File: src/src_cfg.svh
`ifndef SRC_CFG_SVH
`define SRC_CFG_SVH
// =====================================
// timing
`define SRC_CLK_PERIOD_NS 100
`define SRC_FILT_NS       60
`define SRC_FILT_CYC      ((`SRC_FILT_NS + `SRC_CLK_PERIOD_NS - 1) / `SRC_CLK_PERIOD_NS)
// =====================================
// cpu reset values
`define SRC_GPR0_RST      32'h0000_0000
`define SRC_PC_RST        32'h0000_0000
`define SRC_ISC_RST       32'h0000_0000
`define SRC_PSW_RST       32'h0000_0020
// =====================================
// port reset values
`define SRC_PDIR_RST      8'hFF
`define SRC_PMC_RST       8'h00
`define SRC_PORT2_FUNCTION_SELECT_RST      8'h01
`define SRC_PMCS_BUS_RST  8'hFF
`define SRC_PMCM_BUS_RST  8'h3F
`define SRC_PMCM_CLK_BIT  1
// =====================================
// peripheral reset values
`define SRC_INTC_RST      8'h47
`define SRC_IMR_RST       16'hFFFF
`define SRC_DWC_RST       16'h7777
`define SRC_CSC_RST       16'h2C11
`define SRC_ASC_RST       16'hFFFF
`define SRC_FLPM_SC0_RST  8'h08
`define SRC_FLPM_OTH_RST  8'h0C
`define SRC_FLPM_ROM_RST  8'h00
`define SRC_CONVERTER_MODE_SECOND_RST      8'h07
`define SRC_PWMC_RST      8'h40
`define SRC_TMC1_RST      8'h20
`define SRC_TCNT_RST      16'h0000
`endif

File: src/src_pkg.sv
`default_nettype none
// =====================================
// shared types
package src_pkg;
  // operating mode strap
  typedef enum logic [1:0] {
    SRC_SC0 = 2'b00,
    SRC_SC1 = 2'b01,
    SRC_RL0 = 2'b10,
    SRC_RL1 = 2'b11
  } src_mode_t;
  // sequencer state
  typedef enum logic [0:0] {
    SRC_HOLD = 1'b0,
    SRC_RUN  = 1'b1
  } src_state_t;
  // register select for write and read
  typedef enum logic [3:0] {
    SRC_R_PC   = 4'h0,
    SRC_R_ISC  = 4'h1,
    SRC_R_PSW  = 4'h2,
    SRC_R_PDIR = 4'h3,
    SRC_R_PORT2_FUNCTION_SELECT = 4'h4,
    SRC_R_PMCM = 4'h5,
    SRC_R_PMCS = 4'h6,
    SRC_R_INTC = 4'h7,
    SRC_R_IMR  = 4'h8,
    SRC_R_DWC  = 4'h9,
    SRC_R_CSC  = 4'hA,
    SRC_R_ASC  = 4'hB,
    SRC_R_FLPM = 4'hC,
    SRC_R_PERI = 4'hD,
    SRC_R_TCNT = 4'hE,
    SRC_R_GPR0 = 4'hF
  } src_reg_t;
endpackage
`default_nettype wire

File: src/src_filter.sv
`timescale 1ns/100ps
`default_nettype none
`include "src_cfg.svh"
// =====================================
// reset pin noise filter and synchroniser
module src_filter import src_pkg::*; #(
  parameter int FILT_CYC = `SRC_FILT_CYC      // low samples needed
) (
  input  wire logic sys_clk,                  // core clock
  input  wire logic reset_n,                  // block reset
  input  wire logic rst_pin_n,                // external reset pin
  output var  logic rst_req                   // filtered, synced, high = reset
);
  // refuse counts the 8 bit counter cannot serve
  if (FILT_CYC < 1 || FILT_CYC > 255) begin : g_bad_filt
    $error("FILT_CYC out of range");
  end

  logic [7:0] cnt;                            // consecutive low samples
  logic       filt_low;                       // filtered pin low
  logic       sync1;                          // first sync stage

  // =====================================
  // glitch filter
  // reject short lows
  always_ff @(posedge sys_clk) begin
    if (!reset_n) begin
      cnt      <= 8'h00;
      filt_low <= 1'b1;
    end else if (rst_pin_n) begin
      cnt      <= 8'h00;                      // high releases at once
      filt_low <= 1'b0;
    end else if (cnt == 8'(FILT_CYC - 1)) begin
      filt_low <= 1'b1;                       // low long enough
    end else begin
      cnt <= cnt + 8'h01;
    end
  end

  // =====================================
  // two stage synchroniser
  // align to clock
  always_ff @(posedge sys_clk) begin
    if (!reset_n) begin
      sync1   <= 1'b1;
      rst_req <= 1'b1;
    end else begin
      sync1   <= filt_low;
      rst_req <= sync1;
    end
  end
endmodule // src_filter
`default_nettype wire

File: src/src_reset_ctrl.sv
`timescale 1ns/100ps
`default_nettype none
`include "src_cfg.svh"
module src_reset_ctrl import src_pkg::*; #(
  parameter bit FLASH_PART = 1'b1             // variant with flash array
) (
  input  wire logic        sys_clk,           // core clock, 10 MHz
  input  wire logic        reset_n,           // block reset
  input  wire logic        rst_pin_n,         // external reset pin
  input  wire logic [1:0]  mode_strap,        // operating mode pins
  input  wire logic        sync_wr_busy,      // synchronised write underway
  input  wire logic        sw_wr,             // software write strobe
  input  wire logic [3:0]  sw_sel,            // register select
  input  wire logic [31:0] sw_data,           // write data
  output var  logic [31:0] rd_data,           // read data of sw_sel
  output var  logic        core_reset_n,      // chip wide reset
  output var  logic        fetch_start,       // pulse, cpu begins fetch
  output var  logic        pin_hiz,           // ordinary pins high impedance
  output var  logic        bus_port_mode,     // bus pins in port mode
  output var  logic        bus_ports_ctrl,    // bus ports in control mode
  output var  logic        clock_output_pin,  // clock pin level
  output logic             clock_output_oe_n, // low while clock pin driven
  output var  logic        contents_kept      // undefined regs still valid
);
  // =====================================
  // declarations
  logic       hold;                           // synced reset request
  src_state_t state;                          // sequencer state
  src_state_t next_state;                     // next sequencer state
  src_mode_t  mode;                           // captured mode
  logic       wr_ok;                          // write allowed
  logic [31:0] program_counter;               // pc
  logic [31:0] interrupt_source_code;         // exception cause
  logic [31:0] processor_status_word;         // status word
  logic [7:0]  port_dir;                      // port direction
  logic [7:0]  port2_function_select;         // port 2 select
  logic [7:0]  port_cm_function_select;       // clock/wait port select
  logic [7:0]  chipselect_port_function_select; // chip select port select
  logic [7:0]  interrupt_ctrl;                // interrupt control
  logic [15:0] interrupt_mask_word;           // interrupt mask
  logic [15:0] data_wait_setting;             // data wait control
  logic [15:0] chip_area_select_setting;      // chip area select
  logic [15:0] address_setup_wait_setting;    // address setup wait
  logic [7:0]  flash_program_mode_setting;    // flash mode control
  logic [7:0]  converter_mode_second;         // converter mode
  logic [7:0]  pulse_width_control;           // pwm control
  logic [7:0]  capture_timer_mode_second;     // capture timer mode
  logic [15:0] timer_count;                   // timer counter
  logic [7:0]  flpm_rst;                      // flash mode reset value
  logic [7:0]  pmcm_rst;                      // clock port select reset value
  logic [7:0]  pmcs_rst;                      // cs port select reset value

  // =====================================
  // filter and synchroniser
  src_filter #(
    .FILT_CYC (`SRC_FILT_CYC)
  ) u_filter (
    .sys_clk   (sys_clk),
    .reset_n   (reset_n),
    .rst_pin_n (rst_pin_n),
    .rst_req   (hold)
  );

  // =====================================
  // sequencer
  // stay while held
  always_comb begin
    case (state)
      SRC_HOLD: next_state = hold ? SRC_HOLD : SRC_RUN;
      SRC_RUN:  next_state = hold ? SRC_HOLD : SRC_RUN;
      default:  next_state = SRC_HOLD;
    endcase
  end

  always_ff @(posedge sys_clk) begin
    if (!reset_n) begin
      state <= SRC_HOLD;
    end else begin
      state <= next_state;
    end
  end

  always_ff @(posedge sys_clk) begin
    if (!reset_n) begin
      fetch_start  <= 1'b0;
      core_reset_n <= 1'b0;
    end else begin
      fetch_start  <= (state == SRC_HOLD) && (next_state == SRC_RUN);
      core_reset_n <= (next_state == SRC_RUN);
    end
  end

  // mode strap caught while held
  always_ff @(posedge sys_clk) begin
    if (!reset_n) begin
      mode <= SRC_SC0;
    end else if (hold) begin
      mode <= src_mode_t'(mode_strap);
    end
  end

  // =====================================
  // pin states
  // pins float in reset
  always_ff @(posedge sys_clk) begin
    if (!reset_n) begin
      pin_hiz        <= 1'b1;
      bus_port_mode  <= 1'b1;
      bus_ports_ctrl <= 1'b0;
    end else begin
      pin_hiz        <= (next_state == SRC_HOLD);
      bus_port_mode  <= (mode == SRC_SC0);
      bus_ports_ctrl <= (mode != SRC_SC0);
    end
  end

  // clock pin divides core clock by two
  always_ff @(posedge sys_clk) begin
    if (!reset_n) begin
      clock_output_pin <= 1'b0;
    end else begin
      clock_output_pin <= ~clock_output_pin;
    end
  end

  assign clock_output_oe_n = (mode == SRC_SC0) && !port_cm_function_select[`SRC_PMCM_CLK_BIT];

  // =====================================
  // mode dependent reset values
  // bus select by mode
  always_comb begin
    pmcm_rst = (mode == SRC_SC0) ? `SRC_PMC_RST : `SRC_PMCM_BUS_RST;
    pmcs_rst = (mode == SRC_SC0) ? `SRC_PMC_RST : `SRC_PMCS_BUS_RST;
    if (!FLASH_PART) begin
      flpm_rst = `SRC_FLPM_ROM_RST;
    end else if (mode == SRC_SC0) begin
      flpm_rst = `SRC_FLPM_SC0_RST;
    end else begin
      flpm_rst = `SRC_FLPM_OTH_RST;
    end
  end

  assign wr_ok = sw_wr && core_reset_n;

  // =====================================
  // cpu registers
  // cpu reset values
  always_ff @(posedge sys_clk) begin
    if (!reset_n || !core_reset_n) begin
      program_counter       <= `SRC_PC_RST;
      interrupt_source_code <= `SRC_ISC_RST;
      processor_status_word <= `SRC_PSW_RST;
    end else if (wr_ok) begin
      case (src_reg_t'(sw_sel))
        SRC_R_PC:  program_counter       <= sw_data;
        SRC_R_ISC: interrupt_source_code <= sw_data;
        SRC_R_PSW: processor_status_word <= sw_data;
        default: ;
      endcase
    end
  end

  // =====================================
  // port registers
  // port reset values
  always_ff @(posedge sys_clk) begin
    if (!reset_n || !core_reset_n) begin
      port_dir                        <= `SRC_PDIR_RST;
      port2_function_select           <= `SRC_PORT2_FUNCTION_SELECT_RST;
      port_cm_function_select         <= pmcm_rst;
      chipselect_port_function_select <= pmcs_rst;
    end else if (wr_ok) begin
      case (src_reg_t'(sw_sel))
        SRC_R_PDIR: port_dir                        <= sw_data[7:0];
        SRC_R_PORT2_FUNCTION_SELECT: port2_function_select           <= sw_data[7:0];
        SRC_R_PMCM: port_cm_function_select         <= sw_data[7:0];
        SRC_R_PMCS: chipselect_port_function_select <= sw_data[7:0];
        default: ;
      endcase
    end
  end

  // =====================================
  // interrupt and bus registers
  // interrupts masked
  always_ff @(posedge sys_clk) begin
    if (!reset_n || !core_reset_n) begin
      interrupt_ctrl             <= `SRC_INTC_RST;
      interrupt_mask_word        <= `SRC_IMR_RST;
      data_wait_setting          <= `SRC_DWC_RST;
      chip_area_select_setting   <= `SRC_CSC_RST;
      address_setup_wait_setting <= `SRC_ASC_RST;
    end else if (wr_ok) begin
      case (src_reg_t'(sw_sel))
        SRC_R_INTC: interrupt_ctrl             <= sw_data[7:0];
        SRC_R_IMR:  interrupt_mask_word        <= sw_data[15:0];
        SRC_R_DWC:  data_wait_setting          <= sw_data[15:0];
        SRC_R_CSC:  chip_area_select_setting   <= sw_data[15:0];
        SRC_R_ASC:  address_setup_wait_setting <= sw_data[15:0];
        default: ;
      endcase
    end
  end

  // =====================================
  // peripheral registers
  // converter and pwm
  always_ff @(posedge sys_clk) begin
    if (!reset_n || !core_reset_n) begin
      flash_program_mode_setting <= flpm_rst;
      converter_mode_second      <= `SRC_CONVERTER_MODE_SECOND_RST;
      pulse_width_control        <= `SRC_PWMC_RST;
      capture_timer_mode_second  <= `SRC_TMC1_RST;
      timer_count                <= `SRC_TCNT_RST;
    end else if (wr_ok) begin
      case (src_reg_t'(sw_sel))
        SRC_R_FLPM: flash_program_mode_setting <= sw_data[7:0];
        SRC_R_PERI: begin
          converter_mode_second     <= sw_data[7:0];
          pulse_width_control       <= sw_data[15:8];
          capture_timer_mode_second <= sw_data[23:16];
        end
        SRC_R_TCNT: timer_count <= sw_data[15:0];
        default: ;
      endcase
    end
  end

  // =====================================
  // contents of undefined registers
  // lost on power-on or torn write
  always_ff @(posedge sys_clk) begin
    if (!reset_n) begin
      contents_kept <= 1'b0;
    end else if (hold && core_reset_n && sync_wr_busy) begin
      contents_kept <= 1'b0;
    end else if (wr_ok) begin
      contents_kept <= 1'b1;
    end
  end

  // =====================================
  // read back
  // register zero reads zero
  always_ff @(posedge sys_clk) begin
    if (!reset_n) begin
      rd_data <= 32'h0000_0000;
    end else begin
      case (src_reg_t'(sw_sel))
        SRC_R_PC:   rd_data <= program_counter;
        SRC_R_ISC:  rd_data <= interrupt_source_code;
        SRC_R_PSW:  rd_data <= processor_status_word;
        SRC_R_PDIR: rd_data <= {24'h000000, port_dir};
        SRC_R_PORT2_FUNCTION_SELECT: rd_data <= {24'h000000, port2_function_select};
        SRC_R_PMCM: rd_data <= {24'h000000, port_cm_function_select};
        SRC_R_PMCS: rd_data <= {24'h000000, chipselect_port_function_select};
        SRC_R_INTC: rd_data <= {24'h000000, interrupt_ctrl};
        SRC_R_IMR:  rd_data <= {16'h0000, interrupt_mask_word};
        SRC_R_DWC:  rd_data <= {16'h0000, data_wait_setting};
        SRC_R_CSC:  rd_data <= {16'h0000, chip_area_select_setting};
        SRC_R_ASC:  rd_data <= {16'h0000, address_setup_wait_setting};
        SRC_R_FLPM: rd_data <= {24'h000000, flash_program_mode_setting};
        SRC_R_PERI: rd_data <= {8'h00, capture_timer_mode_second, pulse_width_control, converter_mode_second};
        SRC_R_TCNT: rd_data <= {16'h0000, timer_count};
        SRC_R_GPR0: rd_data <= `SRC_GPR0_RST;
        default:    rd_data <= 32'h0000_0000;
      endcase
    end
  end
endmodule // src_reset_ctrl
`default_nettype wire

File: config.mk
export PLATFORM = sky130hd
export DESIGN_NAME = src_reset_ctrl
export DESIGN_NICKNAME = d
export VERILOG_FILES = /design/src/src_pkg.sv /design/src/src_filter.sv /design/src/src_reset_ctrl.sv
export VERILOG_INCLUDE_DIRS = /design/src
export SDC_FILE = /design/constraint.sdc
export NUM_CORES = 1
export LEC_CHECK = 0
export BUFFER_PORTS_ARGS = -buffer_cell sky130_fd_sc_hd__buf_2
export CAP_MARGIN = 25
export CORE_MARGIN = 2
export CORE_UTILIZATION = 45
export CTS_CLUSTER_SIZE = 16
export DETAILED_ROUTE_END_ITERATION = 12
export GPL_TIMING_DRIVEN = 0
export HOLD_SLACK_MARGIN = 0.05
export PLACE_DENSITY_LB_ADDON = 0.12
export SLEW_MARGIN = 20
export SYNTH_ARGS = -nofsm -noshare
export SYNTH_HDL_FRONTEND = slang
export SYNTH_SLANG_ARGS = --single-unit
export TNS_END_PERCENT = 30
File: constraint.sdc
create_clock -name sys_clk -period 4.3 [get_ports sys_clk]
set_input_delay 1.29 -clock sys_clk [delete_from_list [all_inputs] [get_ports sys_clk]]
set_output_delay 1.29 -clock sys_clk [all_outputs]
set_load 0.05 [all_outputs]
==> impl_metrics.toml <==
[status]
outcome = "finished, final reports clean"

[synthesis]
synthXorXnorAreaFrac_pct = 0.497
synth_area_leaders = "dfxtp_1 45%, nand2_1 13%, a21oi_1 7.6%"
syn_area_per_cell_um2 = 8.34
synth_top_family_by_area = "simple AND/OR/NAND/NOR gates"
async_reset_ff_share_pct = 0
ys.flop_type = "dfxtp_1"
postSynthCellCount = 1478
synth_most_common_cell = "nand2_1"
synth_nets = 1523
synthMuxAreaShare_pct = 4.59
yosys.area_share.adder_pct = 0.203
yosysUniqueCellTypes = 62
yosysSeqAreaShare_pct = 50.6
synth_edf_count = 24
yosys.area_share.simple_pct = 22.8
synth_seq_cells = 300
synth-warning-count = 0
yosys.area.top_type = "dfxtp_1"
yosys-top-cells-count = "441 x nand2_1, 276 x dfxtp_1, 188 x a21oi_1"
synth_compound_area_share_pct = 16.4
synth_top_area_share_pct = 44.8
synth_area_um2 = 12300

[final_layout]
drive_above_1_share_pct = 13.1
final_cell_area_um2 = 14200
nets = 1633
num-fill-cells = 2647
areaGrowthSynthToFinish_pct = 15.5
antenna_cells = 0

[global_route]
track_usage_pct = 30.6
grt_pass1_wl_um = 65200
grt-ovfl-total = 0
grt_pass1_vias = 10500
antenna_found_initial = 0
grt_max_degree = 15

[route]
via_per_inst = 5.74
dr_total_vias = 11200
drtIter0Drc = 1174
firstDrtPassIters = 5
wl_per_cell_um = 22.6
wl_um = 44100
drtAntennaViolNets = 0
drc = 0

[worst_setup_path]
critical_path_peak_fanout = 10
slowest_stage = "o21ai_1"
arrival_ns = 3.50
path_buf_inv = 5
crit_type = "input port to register"
endpoint_kind = "register"
cpPeakStageDelay_ns = 0.80
worstPathRequired_ns = 4.43
crit_family = "buffers and inverters"
critPathLaunchType = "input port"
path_cells = "buf_2, buf_4, buf_4, buf_2, buf_2, nand3_1, o21ai_1"
crit_top_cell = "buf_2"

[timing]
fin_crit_ns = 3.37
period_share_pct = 78.4
rsz0062_at_grt = "no"
clock-skew-final_ns = 0.0142
slew_violations = 0
worst_pin_slew_ns = 0.967
fmax_mhz = 297
relSlewSlack_pct = 35.1
setup_violations = 0
hold_violations = 0

[placement]
place_area_um2 = 13100
post-dp-hpwl_um = 31200
gp_congestion = 0.962
port_buffers = 72

[run]
cap_violations = 0

[floorplanning]
num_rows = 60
die_height_um = 170
die_area_um2 = 28700
start_util_pct = 45.8
die_w_um = 170
io_pins = 83
core_um2 = 27000

[clocking]
cts_setup_buffers = 0
numCtsBuffers = 34
htree_levels = 2
clockBufferDepth = 3
cts_tree = "yes"
cts.repair.resized = 0
hold_buffers = 0
clk_latency_ns = 0.52
cts_root_buf = "clkbuf_16"
cts.sinks = 300
clkTransAtPathRegs_ns = 0.06

[pwr]
power.density_nw_per_um2 = 429
ir_drop_mv = 0.289
p_leak_nw = 5.21
p_total_mw = 6.12

[hold_path]
hp-class = "register to register"
layout make-up:
cell class              instances  area, um2  area share [%]
well taps                     341        427            2.99
clock inverters                 9       62.6           0.439
plain buffers                 118        552            3.87
repair buffers                 74        375            2.63
flip-flops and latches        300       6250            43.8
inverters                      14       52.6           0.369
clock buffers                  52       1050            7.37
multi-input cells            1046       5480            38.5
state kept, by name, summed over array words and instances, names as in the netlist, 16 cells and up:
register                    flops
address_setup_wait_setting     16
chip_area_select_setting       16
data_wait_setting              16
interrupt_mask_word            16
interrupt_source_code          32
processor_status_word          32
program_counter                32
rd_data                        32
timer_count                    16
per-stage QoR:
step	worst slack (ns)	std cells	util (%)	TNS [ns]	hold WS (ns)
after global placement	-0.00983	1891	48.7	-0.0777	0.397
after global routing	0.970	1954	52.9	0	0.440
final	0.931	1954	52.9	0	0.408
after floorplan	1.20	1478	-	0	0.386
after detailed placement	0.520	1893	48.7	0	0.402
after CTS	1.05	1954	52.9	0	0.410
layer usage:
layer,routed length [um],up-vias,track usage (%)
li1,-,5254,-
met1,18500,5342,41.0
met2,20100,530,49.2
met3,4010,96,6.55
met4,1470,0,10.3
met5,0,-,0
cells in the final DEF, fill, tap and decap left out, types with 6 or more instances in the layout:
cell,Yosys,final
clkbuf_16,0,35
mux2i_1,43,43
nand2b_1,10,10
nor2_1,54,54
mux2_2,7,7
a22oi_1,37,37
buf_4,13,15
a21oi_1,188,188
a31oi_1,9,9
nor2_2,7,7
nor2b_1,14,14
o21ai_1,4,7
nor3_1,6,6
buf_2,36,108
nand3_1,79,79
inv_1,14,14
a22o_1,7,7
clkbuf_8,0,11
o21a_1,8,8
a21boi_1,8,8
edfxtp_1,24,24
nand2_1,441,441
clkbuf_1,62,68
dfxtp_1,276,276
o21ai_0,24,21
and3_1,10,10
a32o_1,6,6
worst register-to-register path, cell delays in order (launching register included):
cell and delay [ns]:
dfxtp_1 0.37, and2_1 0.14, clkbuf_1 0.48, clkbuf_1 0.65, o21ai_1 0.56
cells by family after synthesis:
group                    Yosys count
AND/OR/NAND/NOR                  651
AO/OA/AOI/OAI                    332
flip-flops                       300
buffers and inverters            132
multiplexers                      54
XOR/XNOR                           7
adder cells (fa/ha/maj)            2
path summary, 6_finish.rpt:
| kind | start | slack, ns | end | depth (start not counted) |
|---|---|---|---|---|
| min reg2reg | clock_output_pin | 0.41 | clock_output_pin | 1 |
| min | clock_output_pin | 0.41 | clock_output_pin | 1 |
| max | sw_sel[2] | 0.93 | chipselect_port_function_select[2] | 7 |
| max reg2reg | core_reset_n | 1.70 | chipselect_port_function_select[2] | 4 |
power by group:
part | switching [mW] | leakage, nW | total (mW) | internal (mW)
clock | 1.18 | 0.550 | 2.87 | 1.69
sequential | 0.0119 | 2.50 | 2.86 | 2.85
combinational | 0.289 | 2.16 | 0.389 | 0.100
Power figures use the tool's default switching activity.
